File: src/owrsc_regs.vh
// Purpose: Shared constants for the optical wake relay switch controller.
// Assumes: 100 MHz core clock; HF frequencies carried in kHz.
// Notes:   Counts are derived from times; long counts feed module parameters.
`ifndef OWRSC_REGS_VH
`define OWRSC_REGS_VH
`define OWRSC_CLK_MHZ 100
`define OWRSC_BAUD 19200
`define OWRSC_BIT_CYCLES (`OWRSC_CLK_MHZ * 1000000 / `OWRSC_BAUD)
`define OWRSC_PULSE_US 7500
`define OWRSC_PULSE_CYCLES (`OWRSC_PULSE_US * `OWRSC_CLK_MHZ)
`define OWRSC_SESSION_MS 20
`define OWRSC_SESSION_CYCLES (`OWRSC_SESSION_MS * 1000 * `OWRSC_CLK_MHZ)
`define OWRSC_GAP_US 1000
`define OWRSC_GAP_CYCLES (`OWRSC_GAP_US * `OWRSC_CLK_MHZ)
`define OWRSC_MORSE_UNIT_US 1500
`define OWRSC_MORSE_UNIT_CYCLES (`OWRSC_MORSE_UNIT_US * `OWRSC_CLK_MHZ)
`define OWRSC_WDOG_S 33
`define OWRSC_WDOG_CYCLES (`OWRSC_WDOG_S * 32'd1000000 * `OWRSC_CLK_MHZ)
`define OWRSC_PKT_START 8'h02
`define OWRSC_PKT_END 8'h03
`define OWRSC_PKT_LAST 4'h8
`define OWRSC_OPC_SWITCH_FREQ 8'h01
`define OWRSC_OPC_SWITCH_UNIT 8'h02
`define OWRSC_CRC_POLY 16'h1021
`define OWRSC_CRC_INIT 16'hffff
`define OWRSC_BANDS 4'hb
`define OWRSC_MORSE_OPEN 4'h1
`define OWRSC_MORSE_CLOSE 4'h0
`define OWRSC_MORSE_REJECT 4'h0
`define OWRSC_MORSE_LEN_ONE 3'h1
`define OWRSC_MORSE_LEN_TWO 3'h2
`endif

File: src/owrsc_uart_rx.v
// Purpose: Asynchronous serial byte receiver, 8 data bits, one stop bit.
// Assumes: rx is already synchronised to core_clk and idles high.
// Notes:   A start bit is rechecked at mid-bit so glitches do not frame bytes.
`include "owrsc_regs.vh"
`default_nettype none
module owrsc_uart_rx #(
  parameter [31:0] BIT_CYCLES = `OWRSC_BIT_CYCLES
) (
  input  wire       core_clk,
  input  wire       nrst,
  input  wire       rx,
  output reg        byte_valid,
  output reg  [7:0] byte_data,
  output reg        frame_err,
  output wire       busy
);
  localparam [1:0] S_IDLE  = 2'h0;
  localparam [1:0] S_START = 2'h1;
  localparam [1:0] S_DATA  = 2'h2;
  localparam [1:0] S_STOP  = 2'h3;
  reg [1:0]  state;
  reg [31:0] cnt;
  reg [2:0]  bitn;
  reg [7:0]  shreg;
  assign busy = (state != S_IDLE);
  always @(posedge core_clk or negedge nrst) begin
    if (!nrst) begin
      state      <= S_IDLE;
      cnt        <= 32'h0;
      bitn       <= 3'h0;
      shreg      <= 8'h00;
      byte_valid <= 1'b0;
      byte_data  <= 8'h00;
      frame_err  <= 1'b0;
    end else begin
      byte_valid <= 1'b0;
      case (state)
        S_IDLE: begin
          cnt <= 32'h0;
          if (!rx) begin
            state <= S_START;
          end
        end
        S_START: begin
          cnt <= cnt + 32'h1;
          if (cnt == (BIT_CYCLES / 32'h2) - 32'h1) begin
            cnt   <= 32'h0;
            bitn  <= 3'h0;
            state <= rx ? S_IDLE : S_DATA;
          end
        end
        S_DATA: begin
          cnt <= cnt + 32'h1;
          if (cnt == BIT_CYCLES - 32'h1) begin
            cnt   <= 32'h0;
            shreg <= {rx, shreg[7:1]};
            bitn  <= bitn + 3'h1;
            if (bitn == 3'h7) begin
              state <= S_STOP;
            end
          end
        end
        default: begin
          cnt <= cnt + 32'h1;
          if (cnt == BIT_CYCLES - 32'h1) begin
            byte_valid <= 1'b1;
            byte_data  <= shreg;
            frame_err  <= !rx;
            state      <= S_IDLE;
          end
        end
      endcase
    end
  end
endmodule
`default_nettype wire

File: src/owrsc_crc16.v
// Purpose: Byte-wide CRC-16 accumulator over the command body.
// Assumes: One byte per enable pulse; clear has priority.
// Notes:   The whole byte is folded in one cycle to keep the packet path simple.
`include "owrsc_regs.vh"
`default_nettype none
module owrsc_crc16 (
  input  wire        core_clk,
  input  wire        nrst,
  input  wire        clear,
  input  wire        en,
  input  wire [7:0]  data,
  output reg  [15:0] crc
);
  reg [15:0] next_crc;
  integer i;
  always @* begin
    next_crc = crc;
    for (i = 0; i < 8; i = i + 1) begin
      if (next_crc[15] ^ data[7 - i]) begin
        next_crc = {next_crc[14:0], 1'b0} ^ `OWRSC_CRC_POLY;
      end else begin
        next_crc = {next_crc[14:0], 1'b0};
      end
    end
  end
  always @(posedge core_clk or negedge nrst) begin
    if (!nrst) begin
      crc <= `OWRSC_CRC_INIT;
    end else if (clear) begin
      crc <= `OWRSC_CRC_INIT;
    end else if (en) begin
      crc <= next_crc;
    end
  end
endmodule
`default_nettype wire

File: src/owrsc_ctrl.v
// Purpose: Optical wake, packet check and latching relay control for one unit.
// Assumes: Light detector output arrives on a pin; relay bridge takes two drives.
// Notes:   Sleep is modelled as a state; the watchdog and repeater always run.
// Operation
// - First line activity moves the controller from sleep to awake.
// - The next packet carries the command and frequency deciding open or close.
// - Relay latches, so drive is removed once the switching pulse ends.
// - Closing joins the antenna elements; opening isolates them.
// - Wake-up and packet reception each get 20 ms; after the operation the controller sleeps again.
// - Each switching pulse lasts between 5 and 10 ms.
// - Separate open and close outputs drive the relay bridge.
// - The status lamp flashes Morse dots and dashes for open, close and rejected packets.
// - The four band switches read as one number from 0 to 15.
// - The switch value is a band or a unit address for direct commands.
// - Switch value zero never switches the relay; only repeating and the reject flash for a corrupt or CRC-failing packet remain.
// - Received light is regenerated for the next unit in the chain.
// - The repeater disable jumper stops all outgoing light.
// - The controller sees the inverse of the detected light.
// - One inverted signal feeds both wake detection and the serial receiver.
// - Characters received during wake-up are discarded before the packet.
// - Packet has markers, opcode, two operands, CRC-16; act only on match.
// - Frequency command opens at or above the unit's band, else closes.
// - A 33 s watchdog keeps running and restarts a stuck controller.
`include "owrsc_regs.vh"
`default_nettype none
module owrsc_ctrl #(
  parameter [31:0] BIT_CYCLES        = `OWRSC_BIT_CYCLES,
  parameter [31:0] PULSE_CYCLES      = `OWRSC_PULSE_CYCLES,
  parameter [31:0] SESSION_CYCLES    = `OWRSC_SESSION_CYCLES,
  parameter [31:0] GAP_CYCLES        = `OWRSC_GAP_CYCLES,
  parameter [31:0] MORSE_UNIT_CYCLES = `OWRSC_MORSE_UNIT_CYCLES,
  parameter [31:0] WDOG_CYCLES       = `OWRSC_WDOG_CYCLES
) (
  input  wire       core_clk,
  input  wire       nrst,
  input  wire       light_detect,
  input  wire [3:0] band_select_switch,
  input  wire       repeater_disable_jumper,
  output reg        repeater_emitter,
  output reg        relay_drive_a,
  output reg        relay_drive_b,
  output reg        elements_joined,
  output reg        status_lamp,
  output reg        awake,
  output reg        watchdog_restart
);
  localparam [2:0] ST_SLEEP = 3'h0;
  localparam [2:0] ST_WAKE  = 3'h1;
  localparam [2:0] ST_RECV  = 3'h2;
  localparam [2:0] ST_CHECK = 3'h3;
  localparam [2:0] ST_PULSE = 3'h4;
  localparam [2:0] ST_DONE  = 3'h5;
  // Band edges in kHz; index 0 and unlisted indices hold no band.
  function [15:0] band_edge;
    input [3:0] idx;
    input       upper;
    begin
      case (idx)
        4'h1:    band_edge = upper ? 16'h07d0 : 16'h0708;
        4'h2:    band_edge = upper ? 16'h0fa0 : 16'h0dac;
        4'h3:    band_edge = upper ? 16'h151d : 16'h14d2;
        4'h4:    band_edge = upper ? 16'h1c84 : 16'h1b58;
        4'h5:    band_edge = upper ? 16'h27a6 : 16'h2774;
        4'h6:    band_edge = upper ? 16'h380e : 16'h36b0;
        4'h7:    band_edge = upper ? 16'h46f8 : 16'h4694;
        4'h8:    band_edge = upper ? 16'h53ca : 16'h5208;
        4'h9:    band_edge = upper ? 16'h619e : 16'h613a;
        4'ha:    band_edge = upper ? 16'h7404 : 16'h6d60;
        4'hb:    band_edge = upper ? 16'hd2f0 : 16'hc350;
        default: band_edge = 16'h0000;
      endcase
    end
  endfunction
  function [3:0] band_of;
    input [15:0] freq;
    integer k;
    begin
      band_of = 4'h0;
      for (k = 1; k <= 11; k = k + 1) begin
        if (freq >= band_edge(k[3:0], 1'b0) && freq <= band_edge(k[3:0], 1'b1)) begin
          band_of = k[3:0];
        end
      end
    end
  endfunction
  reg        light_s1, light_s2;
  reg        jmp_s1, jmp_s2;
  reg [3:0]  sw_s1, sw_s2;
  wire       rx;
  wire       byte_valid;
  wire [7:0] byte_data;
  wire       frame_err;
  wire       rx_busy;
  wire [15:0] crc_calc;
  reg [2:0]  state;
  reg [31:0] tmr;
  reg [31:0] sess;
  reg [31:0] wd_cnt;
  reg [3:0]  idx;
  reg [7:0]  opc;
  reg [15:0] op1, op2;
  reg [15:0] crc_rx;
  reg        bad;
  reg        go;
  reg [3:0]  go_pat;
  reg [2:0]  go_len;
  reg [3:0]  m_pat;
  reg [2:0]  m_left;
  reg [31:0] m_tmr;
  reg        act, act_open, rej;
  wire       wd_fire;
  wire       sess_over;
  wire       crc_en;
  always @(posedge core_clk or negedge nrst) begin
    if (!nrst) begin
      light_s1 <= 1'b0;
      light_s2 <= 1'b0;
      jmp_s1   <= 1'b0;
      jmp_s2   <= 1'b0;
      sw_s1    <= 4'h0;
      sw_s2    <= 4'h0;
      repeater_emitter <= 1'b0;
    end else begin
      light_s1 <= light_detect;
      light_s2 <= light_s1;
      jmp_s1   <= repeater_disable_jumper;
      jmp_s2   <= jmp_s1;
      sw_s1    <= band_select_switch;
      sw_s2    <= sw_s1;
      repeater_emitter <= light_s2 & ~jmp_s2;
    end
  end
  assign rx = ~light_s2;
  // Wake detection and the receiver both read rx, as on the board.
  owrsc_uart_rx #(
    .BIT_CYCLES (BIT_CYCLES)
  ) u_rx (
    .core_clk   (core_clk),
    .nrst       (nrst),
    .rx         (rx),
    .byte_valid (byte_valid),
    .byte_data  (byte_data),
    .frame_err  (frame_err),
    .busy       (rx_busy)
  );

  assign crc_en = byte_valid && (state == ST_RECV) && (idx >= 4'h1) && (idx <= 4'h5);

  owrsc_crc16 u_crc (
    .core_clk (core_clk),
    .nrst     (nrst),
    .clear    (state != ST_RECV),
    .en       (crc_en),
    .data     (byte_data),
    .crc      (crc_calc)
  );
  assign wd_fire   = (wd_cnt == WDOG_CYCLES - 32'h1);
  assign sess_over = (sess >= SESSION_CYCLES - 32'h1);
  always @(posedge core_clk or negedge nrst) begin
    if (!nrst) begin
      wd_cnt <= 32'h0;
    end else if (wd_fire) begin
      wd_cnt <= 32'h0;
    end else begin
      wd_cnt <= wd_cnt + 32'h1;
    end
  end

  // Decision on a complete packet.
  always @* begin
    act      = 1'b0;
    act_open = 1'b0;
    rej      = 1'b0;
    if (bad || crc_calc != crc_rx) begin
      rej = 1'b1;
    end else if (sw_s2 == 4'h0) begin
      act = 1'b0;
    end else if (opc == `OWRSC_OPC_SWITCH_FREQ) begin
      if (band_of(op1) == 4'h0 || sw_s2 > `OWRSC_BANDS) begin
        rej = 1'b1;
      end else begin
        act      = 1'b1;
        act_open = (op1 >= band_edge(sw_s2, 1'b0));
      end
    end else if (opc == `OWRSC_OPC_SWITCH_UNIT) begin
      act      = (op1[3:0] == sw_s2);
      act_open = op2[0];
    end else begin
      rej = 1'b1;
    end
  end

  always @(posedge core_clk or negedge nrst) begin
    if (!nrst) begin
      state  <= ST_SLEEP;
      tmr    <= 32'h0;
      sess   <= 32'h0;
      idx    <= 4'h0;
      opc    <= 8'h00;
      op1    <= 16'h0000;
      op2    <= 16'h0000;
      crc_rx <= 16'h0000;
      bad    <= 1'b0;
      go     <= 1'b0;
      go_pat <= 4'h0;
      go_len <= 3'h0;
      relay_drive_a    <= 1'b0;
      relay_drive_b    <= 1'b0;
      elements_joined  <= 1'b0;
      awake            <= 1'b0;
      watchdog_restart <= 1'b0;
    end else begin
      go               <= 1'b0;
      watchdog_restart <= 1'b0;
      if (wd_fire && state != ST_SLEEP) begin
        state            <= ST_SLEEP;
        relay_drive_a    <= 1'b0;
        relay_drive_b    <= 1'b0;
        awake            <= 1'b0;
        watchdog_restart <= 1'b1;
      end else begin
        case (state)
          ST_SLEEP: begin
            if (!rx) begin
              state <= ST_WAKE;
              awake <= 1'b1;
              tmr   <= 32'h0;
              sess  <= 32'h0;
            end
          end
          ST_WAKE: begin
            // Bytes decoded here are dropped until the line has been quiet.
            sess <= sess + 32'h1;
            tmr  <= rx ? tmr + 32'h1 : 32'h0;
            if (sess_over) begin
              state <= ST_SLEEP;
              awake <= 1'b0;
            end else if (tmr >= GAP_CYCLES - 32'h1 && !rx_busy) begin
              state <= ST_RECV;
              idx   <= 4'h0;
              sess  <= 32'h0;
              bad   <= 1'b0;
            end
          end
          ST_RECV: begin
            sess <= sess + 32'h1;
            if (sess_over) begin
              state <= ST_SLEEP;
              awake <= 1'b0;
            end else if (byte_valid) begin
              if (idx != 4'h0 || byte_data == `OWRSC_PKT_START) begin
                idx <= idx + 4'h1;
                bad <= bad | frame_err;
              end
              case (idx)
                4'h1:    opc         <= byte_data;
                4'h2:    op1[15:8]   <= byte_data;
                4'h3:    op1[7:0]    <= byte_data;
                4'h4:    op2[15:8]   <= byte_data;
                4'h5:    op2[7:0]    <= byte_data;
                4'h6:    crc_rx[15:8] <= byte_data;
                4'h7:    crc_rx[7:0]  <= byte_data;
                default: opc         <= opc;
              endcase
              if (idx == `OWRSC_PKT_LAST) begin
                state <= ST_CHECK;
                bad   <= bad | frame_err | (byte_data != `OWRSC_PKT_END);
              end
            end
          end
          ST_CHECK: begin
            tmr <= 32'h0;
            if (act) begin
              state           <= ST_PULSE;
              relay_drive_a   <= act_open;
              relay_drive_b   <= !act_open;
              elements_joined <= !act_open;
              go              <= 1'b1;
              go_pat          <= act_open ? `OWRSC_MORSE_OPEN : `OWRSC_MORSE_CLOSE;
              go_len          <= `OWRSC_MORSE_LEN_ONE;
            end else begin
              state  <= ST_DONE;
              go     <= rej;
              go_pat <= `OWRSC_MORSE_REJECT;
              go_len <= `OWRSC_MORSE_LEN_TWO;
            end
          end
          ST_PULSE: begin
            tmr <= tmr + 32'h1;
            if (tmr == PULSE_CYCLES - 32'h1) begin
              relay_drive_a <= 1'b0;
              relay_drive_b <= 1'b0;
              state         <= ST_DONE;
            end
          end
          default: begin
            // The lamp finishes its code before power is dropped.
            if (!go && m_left == 3'h0) begin
              state <= ST_SLEEP;
              awake <= 1'b0;
            end
          end
        endcase
      end
    end
  end

  // Morse: each symbol is on for one unit (dot) or three (dash), then one unit dark.
  always @(posedge core_clk or negedge nrst) begin
    if (!nrst) begin
      m_pat       <= 4'h0;
      m_left      <= 3'h0;
      m_tmr       <= 32'h0;
      status_lamp <= 1'b0;
    end else if (go) begin
      m_pat       <= go_pat;
      m_left      <= go_len;
      m_tmr       <= 32'h0;
      status_lamp <= 1'b1;
    end else if (m_left != 3'h0) begin
      m_tmr <= m_tmr + 32'h1;
      if (status_lamp) begin
        if (m_tmr == (m_pat[0] ? MORSE_UNIT_CYCLES * 32'h3 : MORSE_UNIT_CYCLES) - 32'h1) begin
          status_lamp <= 1'b0;
          m_tmr       <= 32'h0;
        end
      end else if (m_tmr == MORSE_UNIT_CYCLES - 32'h1) begin
        m_tmr       <= 32'h0;
        m_pat       <= {1'b0, m_pat[3:1]};
        m_left      <= m_left - 3'h1;
        status_lamp <= (m_left > 3'h1);
      end
    end
  end
endmodule
`default_nettype wire

File: config.mk
export PLATFORM = sky130hd
export DESIGN_NAME = owrsc_ctrl
export DESIGN_NICKNAME = d
export VERILOG_FILES = /design/src/owrsc_uart_rx.v /design/src/owrsc_crc16.v /design/src/owrsc_ctrl.v
export VERILOG_INCLUDE_DIRS = /design/src
export SDC_FILE = /design/constraint.sdc
export NUM_CORES = 1
export LEC_CHECK = 0
export BUFFER_PORTS_ARGS = -buffer_cell sky130_fd_sc_hd__buf_2
export CORE_UTILIZATION = 58
export CTS_CLUSTER_DIAMETER = 120
export DETAILED_ROUTE_END_ITERATION = 6
export GPL_TIMING_DRIVEN = 1
export PLACE_DENSITY = 0.86
export SYNTH_ARGS = -nofsm -noshare
export SYNTH_HDL_FRONTEND = slang
export SYNTH_HIERARCHICAL = 1
export SYNTH_SLANG_ARGS = --single-unit
export TNS_END_PERCENT = 20
File: constraint.sdc
create_clock -name core_clk -period 2.8 [get_ports core_clk]
set_input_delay 0.56 -clock core_clk [delete_from_list [all_inputs] [get_ports core_clk]]
set_output_delay 0.56 -clock core_clk [all_outputs]
set_load 0.05 [all_outputs]
; ---- Yosys cells after proc, flatten, opt, wreduce, memory -nomap -nowiden
; Memories as Yosys holds them, arrays and structs flattened.
; Index checks and enable logic that the tools add are counted.
[word_totals]
reg_bits = 282
rom_bits = 240
input_bits = 8
word_cells = 408
n_memories = 1
[memory_table]
columns = memory, depth, word_bits, rd, rd_clocked_by_memory_dff, write_ports, line_no
row1 = (no name shown), 16, 15, 1, 0, 0, owrsc_ctrl.v:58  ; case (idx)
[op_classes]
addsub = 9
order_cmp = 29
eq_ne = 47
n_mux = 193
n_bitwise = 24
reduce_logical = 66
[ops]
columns = cell, count
row1 = two-way mux 16 bit, 72
row2 = two-way mux 32 bit, 12
row3 = >= comparator 16 bit, 12
row4 = one-hot mux 32 bit (3 select lines), 2
row5 = less-or-equal comparator 16 bit, 11
row6 = "adder 32 x 1 -> 32 bit, second input constant", 5
row7 = one-hot mux 32 bit (4 select lines), 1
row8 = two-way mux 13 bit, 8
row9 = two-way mux 4 bit, 22
row10 = two-way mux 1 bit, 45
row11 = two-way mux 3 bit, 15
row12 = AND reduction 5 bit, 7
row13 = "equality test 32 x 12 -> 1 bit, second input constant", 1
row14 = "equality test 32 x 13 -> 1 bit, second input constant", 1
row15 = "equality test 32 x 18 -> 1 bit, second input constant", 1
row16 = "equality test 32 x 20 -> 1 bit, second input constant", 1
row17 = equality test 32 bit, 1
row18 = "equality test 32 bit, second input constant", 1
row19 = ">= comparator 32 x 17 -> 1 bit, second input constant", 1
row20 = ">= comparator 32 x 21 -> 1 bit, second input constant", 1
row21 = inverter 3 bit, 8
row22 = "subtractor 19 x 1 -> 20 bit, second input constant", 1
row23 = two-way mux 19 bit, 1
row24 = AND reduction 3 bit, 6
row25 = 55 further kinds, 132

; ---- Logic depth before layout (Yosys ltp)
; Gate-level depths: netlist of run 1.
[depth]
word_depth = 35
mapped_depth = 14
ltp_nobuf = 14

; ---- Cells and area by module
; Netlist of run 1, hierarchy kept.
[modules_own_cells]
columns = module, instances, cells_each, area_per_inst_um2, seq_area_each_um2
row1 = owrsc_ctrl, 1, 1304, 11880.1, 5104.9
row2 = owrsc_uart_rx, 1, 240, 2703.8, 1376.3
row3 = owrsc_crc16, 1, 80, 1027.2, 420.4

; ---- Least setup slack after synthesis of run 1
; No wires, ideal clock.
[synth_timing]
path_kind = register -> register
from = reg u_crc.crc[13]
to = reg relay_drive_a
setup_time_ns = 0.125
t_arrival_ns = 2.592
path_slack_ns = 0.084
stages_incl_launch_ff = 10
period_less_slack_ns = 2.716
path_cell_list = dfstp_2 xor2_1 nor4_1 nand4_1 or3b_1 buf_1 o41a_1 o22a_1 o41ai_4 mux2_2
[synth_between]
elab_chain_cells = 6
[synth_rtl]
columns = element, line_no
row1 = start: declaration, owrsc_crc16.v:12  ; output reg [15:0] crc
row2 = start signal: assignment, owrsc_crc16.v:28  ; crc <= `OWRSC_CRC_INIT;
row3 = start signal: assignment, owrsc_crc16.v:30  ; crc <= `OWRSC_CRC_INIT;
row4 = start signal: assignment, owrsc_crc16.v:32  ; crc <= next_crc;
row5 = != test 16 bit *, owrsc_ctrl.v:174  ; if (bad || crc_calc != crc_rx) begin
row6 = logical OR 1 bit *, owrsc_ctrl.v:174
row7 = two-way mux 1 bit, owrsc_ctrl.v:174
row8 = two-way mux 1 bit, owrsc_ctrl.v:273  ; if (act) begin
row9 = one-hot mux 1 bit (2 select lines), owrsc_ctrl.v:222  ; case (state)
row10 = two-way mux 1 bit, owrsc_ctrl.v:215  ; if (wd_fire && state != ST_SLEEP) begin
row11 = end signal: assignment, owrsc_ctrl.v:275  ; relay_drive_a <= act_open;
row12 = end: declaration, owrsc_ctrl.v:40  ; output reg relay_drive_a,
; Mark *: on every way between the ends. The rest lies on a longest branch, timed or not. The select of a mux whose other input is x is not followed.
; A chain may end at the register's enable or synchronous reset.

; ---- Final worst setup path of run 1
[layout_timing]
from = reg op1[15]
to = reg relay_drive_a
[layout_between]
elab_chain_cells = 25
[layout_rtl]
columns = element, line_no
row1 = start: declaration, owrsc_ctrl.v:101  ; reg [15:0] op1, op2;
row2 = start signal: assignment, owrsc_ctrl.v:257  ; 4'h2: op1[15:8] <= byte_data;
row3 = >= comparator 16 bit or less-or-equal comparator 16 bit (tied branches), owrsc_ctrl.v:80  ; if (freq >= band_edge(k[3:0], 1'b0) && freq <= band_edge(k[3:0], 1'b1)) begin
row4 = logical AND 1 bit, owrsc_ctrl.v:80
row5 = two-way mux 1 bit, owrsc_ctrl.v:80
row6 = two-way mux 4 bit (10 in series), owrsc_ctrl.v:80
row7 = two-way mux 4 bit, owrsc_ctrl.v:178  ; end else if (opc == `OWRSC_OPC_SWITCH_FREQ) begin
row8 = two-way mux 4 bit, owrsc_ctrl.v:176  ; end else if (sw_s2 == 4'h0) begin
row9 = two-way mux 4 bit, owrsc_ctrl.v:174
row10 = logical NOT 4 bit, owrsc_ctrl.v:179  ; if (band_of(op1) == 4'h0 || sw_s2 > `OWRSC_BANDS) begin
row11 = logical OR 1 bit (no source line), -
row12 = two-way mux 1 bit, owrsc_ctrl.v:179
row13 = two-way mux 1 bit, owrsc_ctrl.v:178
row14 = two-way mux 1 bit, owrsc_ctrl.v:176
row15 = two-way mux 1 bit, owrsc_ctrl.v:174
row16 = two-way mux 1 bit, owrsc_ctrl.v:273
row17 = one-hot mux 1 bit (2 select lines), owrsc_ctrl.v:222
row18 = two-way mux 1 bit, owrsc_ctrl.v:215
; Several ways; a longest one is shown, not always the timed one. The select of a mux whose other input is x is not followed.

==> results.json, run 1 <==
{
  "cts.sink_count": 275,
  "status": "complete, but fails checks",
  "slew_violations": 0,
  "power.clock.fraction": 0.367,
  "synth_edf_count": 0,
  "ir_worst_vdd_uv": 530,
  "clk_path_buf_depth": 3,
  "start_util": 0.596,
  "clockRootBuffer": "clkbuf_16",
  "routabilityCongestion": 0.915,
  "syn_nets": 1666,
  "cts_max_level": 1,
  "critPathCaptureType": "flip-flop",
  "postLayoutCoreUtil": 0.705,
  "overflow": 0,
  "ios": 15,
  "path_max_fanout": 5,
  "grt_pass1_vias": 13000,
  "drt_iter0_drc": 1244,
  "switching_share": 0.321,
  "nNetsFinal": 1793,
  "die-area_um2": 27600,
  "slew_headroom": 0.524,
  "clock_skew_ns": 0.0112,
  "violations": "design-rule violations, negative setup slack",
  "dieHeight_um": 166,
  "antenna_found_initial": 0,
  "finalHoldViolations": 0,
  "worstPathArrival_ns": 3.27,
  "die_x_um": 166,
  "power_frac_comb": 0.249,
  "core_um2": 26200,
  "routed_wl_mm": 38.7,
  "hold_class": "in2async",
  "synth.distinct_cells": 94,
  "hold_slack_ns": 0.0196,
  "multiInputGateArea_um2": 8640,
  "syn2layout_area_growth_pct": 18.3,
  "worstSkewPairLatency_ns": 0.55,
  "fin_crit_sh": 1.01,
  "synth-seq-cells": 275,
  "portBuffers": 14,
  "wl_per_cell_um": 18.3,
  "setup.worst_path.class": "reg2reg",
  "setup_ws_ns": -0.0406,
  "grt_pass1_wl_mm": 62.8,
  "cts.clk_slew.worst_paths_ns": 0.06,
  "setup_tns_ns": -0.0983,
  "async_reset_ff_frac": 1.00,
  "pre_cts_ws_ns": -0.0924,
  "r2r-start": "op1[15]$_DFFE_PN0P_",
  "grtUsageTotal": 0.272,
  "power_frac_seq": 0.384,
  "period_needed_ns": 2.84,
  "post-synth-top-area-cell": "dfrtp_1",
  "first_pass_iters": 7,
  "grt_setup_unrepaired": "yes",
  "grt_max_degree": 89,
  "worstPathRequired_ns": 3.23,
  "vias": 13300,
  "switchingPower_mw": 3.62,
  "numCtsBuffers": 29,
  "cts_tree": "yes",
  "seqCellArea_um2": 6910,
  "leakage_nw": 8.23,
  "num_antenna_cells": 0,
  "yosys-top-cells-area": "dfrtp_1 42%, nor2_1 4.1%, mux2_2 3.8%, xor2_1 3.6%, o21ai_0 3.5%",
  "vias_per_cell": 6.29,
  "internal-power_mw": 7.65,
  "num_rows": 59,
  "drive_above_1_share": 0.226,
  "yosysWarningCount": 6,
  "max_freq_mhz": 352,
  "finalPower_mw": 11.3,
  "ys_seq_area_frac": 0.442,
  "tightestPinTransition_ns": 0.713,
  "netlist_instances": 1624,
  "yosys_most_used_dff": "dfrtp_1",
  "ant_nets": 0,
  "worstSetupStartpoint": "op1[15]$_DFFE_PN0P_",
  "drcViolationCount": 2,
  "synth.avg_cell_area_um2": 9.61,
  "power_density_nw_per_um2": 610,
  "setup_violations": 3,
  "fillCellCount": 1762,
  "synth_top_area_share": 0.415,
  "drv_cap": 0,
  "dp_hpwl_mm": 25.2,
  "syn_area_um2": 15600,
  "startpoint_type": "flip-flop"
}
-- critical path, stage by stage, from the launching register on --
cell	delay [ns]
dfrtp_1	0.39
buf_6	0.13
or4_4	0.53
or4_4	0.44
a31oi_4	0.22
nor4_4	0.05
nand3_2	0.14
nor3_4	0.08
o41ai_4	0.42
mux2_4	0.34
-- through the flow --
step	cells	instance area, µm²
floorplan	1624	15600
global placement	2036	16900
detailed placement	2036	16900
CTS	2094	18000
global route	2107	18500
finish	2107	18500
-- Yosys cell counts (all sizes together), types with 5 or more instances --
cell type / instances
or3: 18
o31ai: 20
o41ai: 11
nor2: 172
or4: 6
nor3b: 5
or2: 12
o21ai: 111
a211o: 8
mux2i: 9
xnor2: 56
nand3: 84
a21o: 16
clkbuf: 45
nand4b: 8
mux2: 61
xor2: 66
nor4b: 10
and4: 17
nand2: 141
nor4bb: 5
ha: 34
o211ai: 6
o21a: 11
nor3: 44
nor2b: 18
nand4: 38
and2: 23
nand2b: 10
o21bai: 5
a211oi: 5
dfstp: 16
and3: 34
nor4: 42
dfrtp: 259
xnor3: 8
a22o: 12
o311ai: 5
inv: 36
a31oi: 10
a21oi: 60
buf: 24
-- layout by cell type, fill, tap and decap left out, drive strengths merged, types with 18 or more instances in the layout --
master,Yosys,final
dfrtp,259,259
nor2,172,172
buf,24,165
nand2,141,141
o21ai,111,111
nand3,84,84
xor2,66,66
mux2,61,61
a21oi,60,60
xnor2,56,56
nor3,44,44
nor4,42,42
clkbuf,45,39
nand4,38,38
inv,36,37
and3,34,34
ha,34,34
and2,23,23
o31ai,20,20
or3,18,18
nor2b,18,18
-- final timing paths --
check | to | slack [ns] | cells after the start
max in group asynchronous | u_crc/crc[1]$_DFFE_PN1P_ | 1.96 | 2
setup / recovery | relay_drive_a$_DFFE_PN0P_ | -0.04 | 9
hold / removal | m_tmr[27]$_DFFE_PN0N_ | 0.02 | 1
min in group core_clk | sw_s1[1]$_DFF_PN0_ | 0.12 | 1
hold reg to reg | jmp_s2$_DFF_PN0_ | 0.35 | 0
setup reg to reg | relay_drive_a$_DFFE_PN0P_ | -0.04 | 9
-- timing repair --
action                                  4_1_cts  5_1_grt
buffers inserted                              6       13
pin swaps                                     9       33
endpoints found under the setup margin        7      106
hold buffers                                  0        0
resized for setup                            21       84
-- power groups by stage --
stage	clock, mW	combinational (mW)	sequential, mW
after detailed placement	0	2.61	4.38
after global placement	0	2.53	4.37
after floorplan	0	1.72	4.36
after CTS	4.17	2.67	4.31
final	4.13	2.80	4.33
after global routing	4.34	3.04	4.35
-- area by class of cell --
cell class	instances	area share
clock inverter	13	0.0110
clock buffer	39	0.0451
timing repair buffer	165	0.0712
inverter	37	0.00793
sequential	275	0.374
multi-input combinational	1243	0.468
tap	335	0.0227
-- routing by layer --
metal / track usage / up-vias / wire length [µm]
met1: 0.351 / 6529 / 16300
li1: - / 6141 / -
met4: 0.0866 / 0 / 1060
met3: 0.0293 / 99 / 1910
met2: 0.479 / 490 / 19400
met5: 0 / - / 0
-- kinds of logic after synthesis --
family,synth area share
adder cells (fa/ha/maj),0.0273
AO/OA/AOI/OAI,0.128
AND/OR/NAND/NOR,0.237
buffers and inverters,0.0302
multiplexers,0.0517
XOR/XNOR,0.0844
flip-flops,0.442
-- registers in the layout, indices dropped and copies added (netlist names), 4 cells and up --
name            cells
op1                16
u_rx/byte_data      8
m_tmr              32
u_crc/crc          16
tmr                32
wd_cnt             32
u_rx/cnt           32
crc_rx             16
opc                 8
sw_s2               4
sess               32
u_rx/shreg          8
idx                 4
sw_s1               4
Note: power is estimated with default switching activity, not from simulation.
==> run 2, diff against run 1 <==
--- a/config.mk
+++ b/config.mk
@@ -7,11 +7,12 @@
 export NUM_CORES = 1
 export LEC_CHECK = 0
 export BUFFER_PORTS_ARGS = -buffer_cell sky130_fd_sc_hd__buf_2
-export CORE_UTILIZATION = 58
+export CORE_UTILIZATION = 60
+export CTS_BUF_LIST = sky130_fd_sc_hd__clkbuf_8
 export CTS_CLUSTER_DIAMETER = 120
 export DETAILED_ROUTE_END_ITERATION = 6
 export GPL_TIMING_DRIVEN = 1
-export PLACE_DENSITY = 0.86
+export PLACE_DENSITY = 0.88
 export SYNTH_ARGS = -nofsm -noshare
 export SYNTH_HDL_FRONTEND = slang
 export SYNTH_HIERARCHICAL = 1
==> run 2 against run 1 <==
Net effect:
- the run ends with negative setup slack left
- count of clock-buffer cells in the layout up 19
- wire length up 2.9%
- power down 3.0%
- global-route usage up 2.5 points
- sequential share of layout area up 0.64 points
- combinational power up 1%
- flip-flop and latch count unchanged
- largest cell class unchanged
- highest routed layer unchanged
==> results.json, run 2 (same netlist as run 1, synthesis figures left out) <==
{
  "final_common_cell": "dfrtp_1",
  "clockRootBuffer": "clkbuf_8",
  "max_stage_delay_ns": 0.53,
  "cpMaxStageDelayCell": "or4b_1",
  "power_density_nw_per_um2": 602,
  "grt_setup_unrepaired": "yes",
  "r2r-start": "op1[1]$_DFFE_PN0P_",
  "wl_per_cell_um": 18.9,
  "hold_slack_ns": 0.0851,
  "fin_crit_sh": 1.02,
  "postLayoutCoreUtil": 0.717,
  "numCtsBuffers": 45,
  "holdPathEnd": "sw_s1[1]$_DFF_PN0_",
  "syn2layout_area_growth_pct": 16.3,
  "ir_worst_vdd_uv": 727,
  "overflow": 0,
  "die_x_um": 163,
  "routabilityCongestion": 0.953,
  "critical_path.cell_chain": "buf_4 > nor4_2 > o31ai_1 > a21oi_1 > a2111oi_2 > or4_4 > or4b_1 > and3_4 > mux2_4",
  "setup_ws_ns": -0.0519,
  "ant_nets": 0,
  "start_util": 0.616,
  "setup.worst_path.class": "reg2reg",
  "reg2reg_depth": 9,
  "grtUsageTotal": 0.297,
  "portBuffers": 14,
  "clock_skew_ns": 0.0453,
  "drcViolationCount": 0,
  "cts_tree": "yes",
  "worstSkewPairLatency_ns": 0.59,
  "min_from": "band_select_switch[1]",
  "worstSetupStartpoint": "op1[1]$_DFFE_PN0P_",
  "period_needed_ns": 2.85,
  "vias_per_cell": 6.34,
  "rr_endpoint": "relay_drive_a$_DFFE_PN0P_",
  "core_um2": 25300,
  "slew_headroom": 0.596,
  "max_freq_mhz": 351,
  "grt_max_degree": 74,
  "drive_above_1_share": 0.219,
  "rrSetupSlack_ns": -0.05,
  "dp_hpwl_mm": 25.3,
  "vias": 13300,
  "grt_pass1_wl_mm": 63.9,
  "status": "complete, but fails checks",
  "violations": "negative setup slack",
  "worstPathRequired_ns": 3.25,
  "num_rows": 58,
  "die-area_um2": 26700,
  "clk_path_buf_depth": 3,
  "hold_class": "in2reg",
  "routed_wl_mm": 39.8,
  "drt_iter0_drc": 1249,
  "drv_cap": 0,
  "cts.sink_count": 275,
  "hold_depth": 1,
  "ios": 15,
  "worstPathArrival_ns": 3.30,
  "leakage_nw": 8.15,
  "grt_pass1_vias": 13100,
  "slew_violations": 0,
  "antenna_found_initial": 0,
  "cts_max_level": 2,
  "finalHoldViolations": 0,
  "setup_tns_ns": -0.130,
  "critPathCaptureType": "flip-flop",
  "first_pass_iters": 5,
  "num_antenna_cells": 0,
  "cts.clk_slew.worst_paths_ns": 0.07,
  "dieHeight_um": 163,
  "path_max_fanout": 6,
  "tightestPinTransition_ns": 0.602,
  "setup_violations": 4,
  "mostFrequentLayoutCells": "250 x dfrtp_1, 170 x nor2_1, 135 x nand2_1, 112 x buf_4, 100 x o21ai_0",
  "nNetsFinal": 1781,
  "startpoint_type": "flip-flop"
}
-- run 2: layout make-up --
type	instances	area, µm²
clock buffers	58	798
clock inverters	21	183
fillers	1708	7160
inverters	37	144
multi-input cells	1243	8580
flip-flops and latches	275	6910
well taps	330	413
repair buffers	137	1130
-- run 2: layer usage --
layer / share of wire / GRT usage
met1: 0.41 / 0.376
met3: 0.054 / 0.0460
met5: 0 / 0
met4: 0.036 / 0.123
met2: 0.50 / 0.505
-- run 2: where the power goes --
group          internal [mW]  switching [mW]  leakage [nW]  total (mW)
Sequential              4.14           0.175          3.69        4.31
Clock                   2.14            1.64         0.541        3.78
Combinational          0.961            1.88          3.91        2.84
Total                   7.23            3.70          8.15        10.9
-- run 2: how the worst max path moves through the flow --
stage | end | slack (ns) | depth (start not counted)
after floorplan | relay_drive_a$_DFFE_PN0P_ | 0.08 | 9
after global placement | relay_drive_a$_DFFE_PN0P_ | -0.03 | 9
after detailed placement | relay_drive_a$_DFFE_PN0P_ | -0.07 | 9
after CTS | op1[4]$_DFFE_PN0P_ | -0.02 | 8
after global routing | relay_drive_b$_DFFE_PN0P_ | -0.21 | 13
final | relay_drive_a$_DFFE_PN0P_ | -0.05 | 9
-- run 2: timing repair --
action                     4_1_cts  5_1_grt
pin swaps                        8       19
gates resized for setup         19       71
hold buffers                     1        0
setup buffers                    2       12
cloned                           0        0
setup endpoints to repair       15       92
hold endpoints to repair        59        0
-- run 2: per-stage QoR --
| stage | power (mW) | area (µm²) | std cells | setup WS, ns |
|---|---|---|---|---|
| floorplan | 6.08 | 15600 | 1624 | 0.0837 |
| global placement | 6.88 | 16700 | 2007 | -0.0265 |
| detailed placement | 6.99 | 16700 | 2007 | -0.0730 |
| CTS | 10.8 | 17800 | 2089 | -0.0218 |
| global route | 11.4 | 18200 | 2101 | -0.209 |
| finish | 10.9 | 18200 | 2101 | -0.0519 |
-- run 2: worst max-delay path, delay by kind of cell (launching register included) --
kind	cells	cell delay [ns]
flip-flops	1	0.44
buffers and inverters	1	0.15
AND/OR/NAND/NOR	4	1.52
AO/OA/AOI/OAI	3	0.37
multiplexers	1	0.25
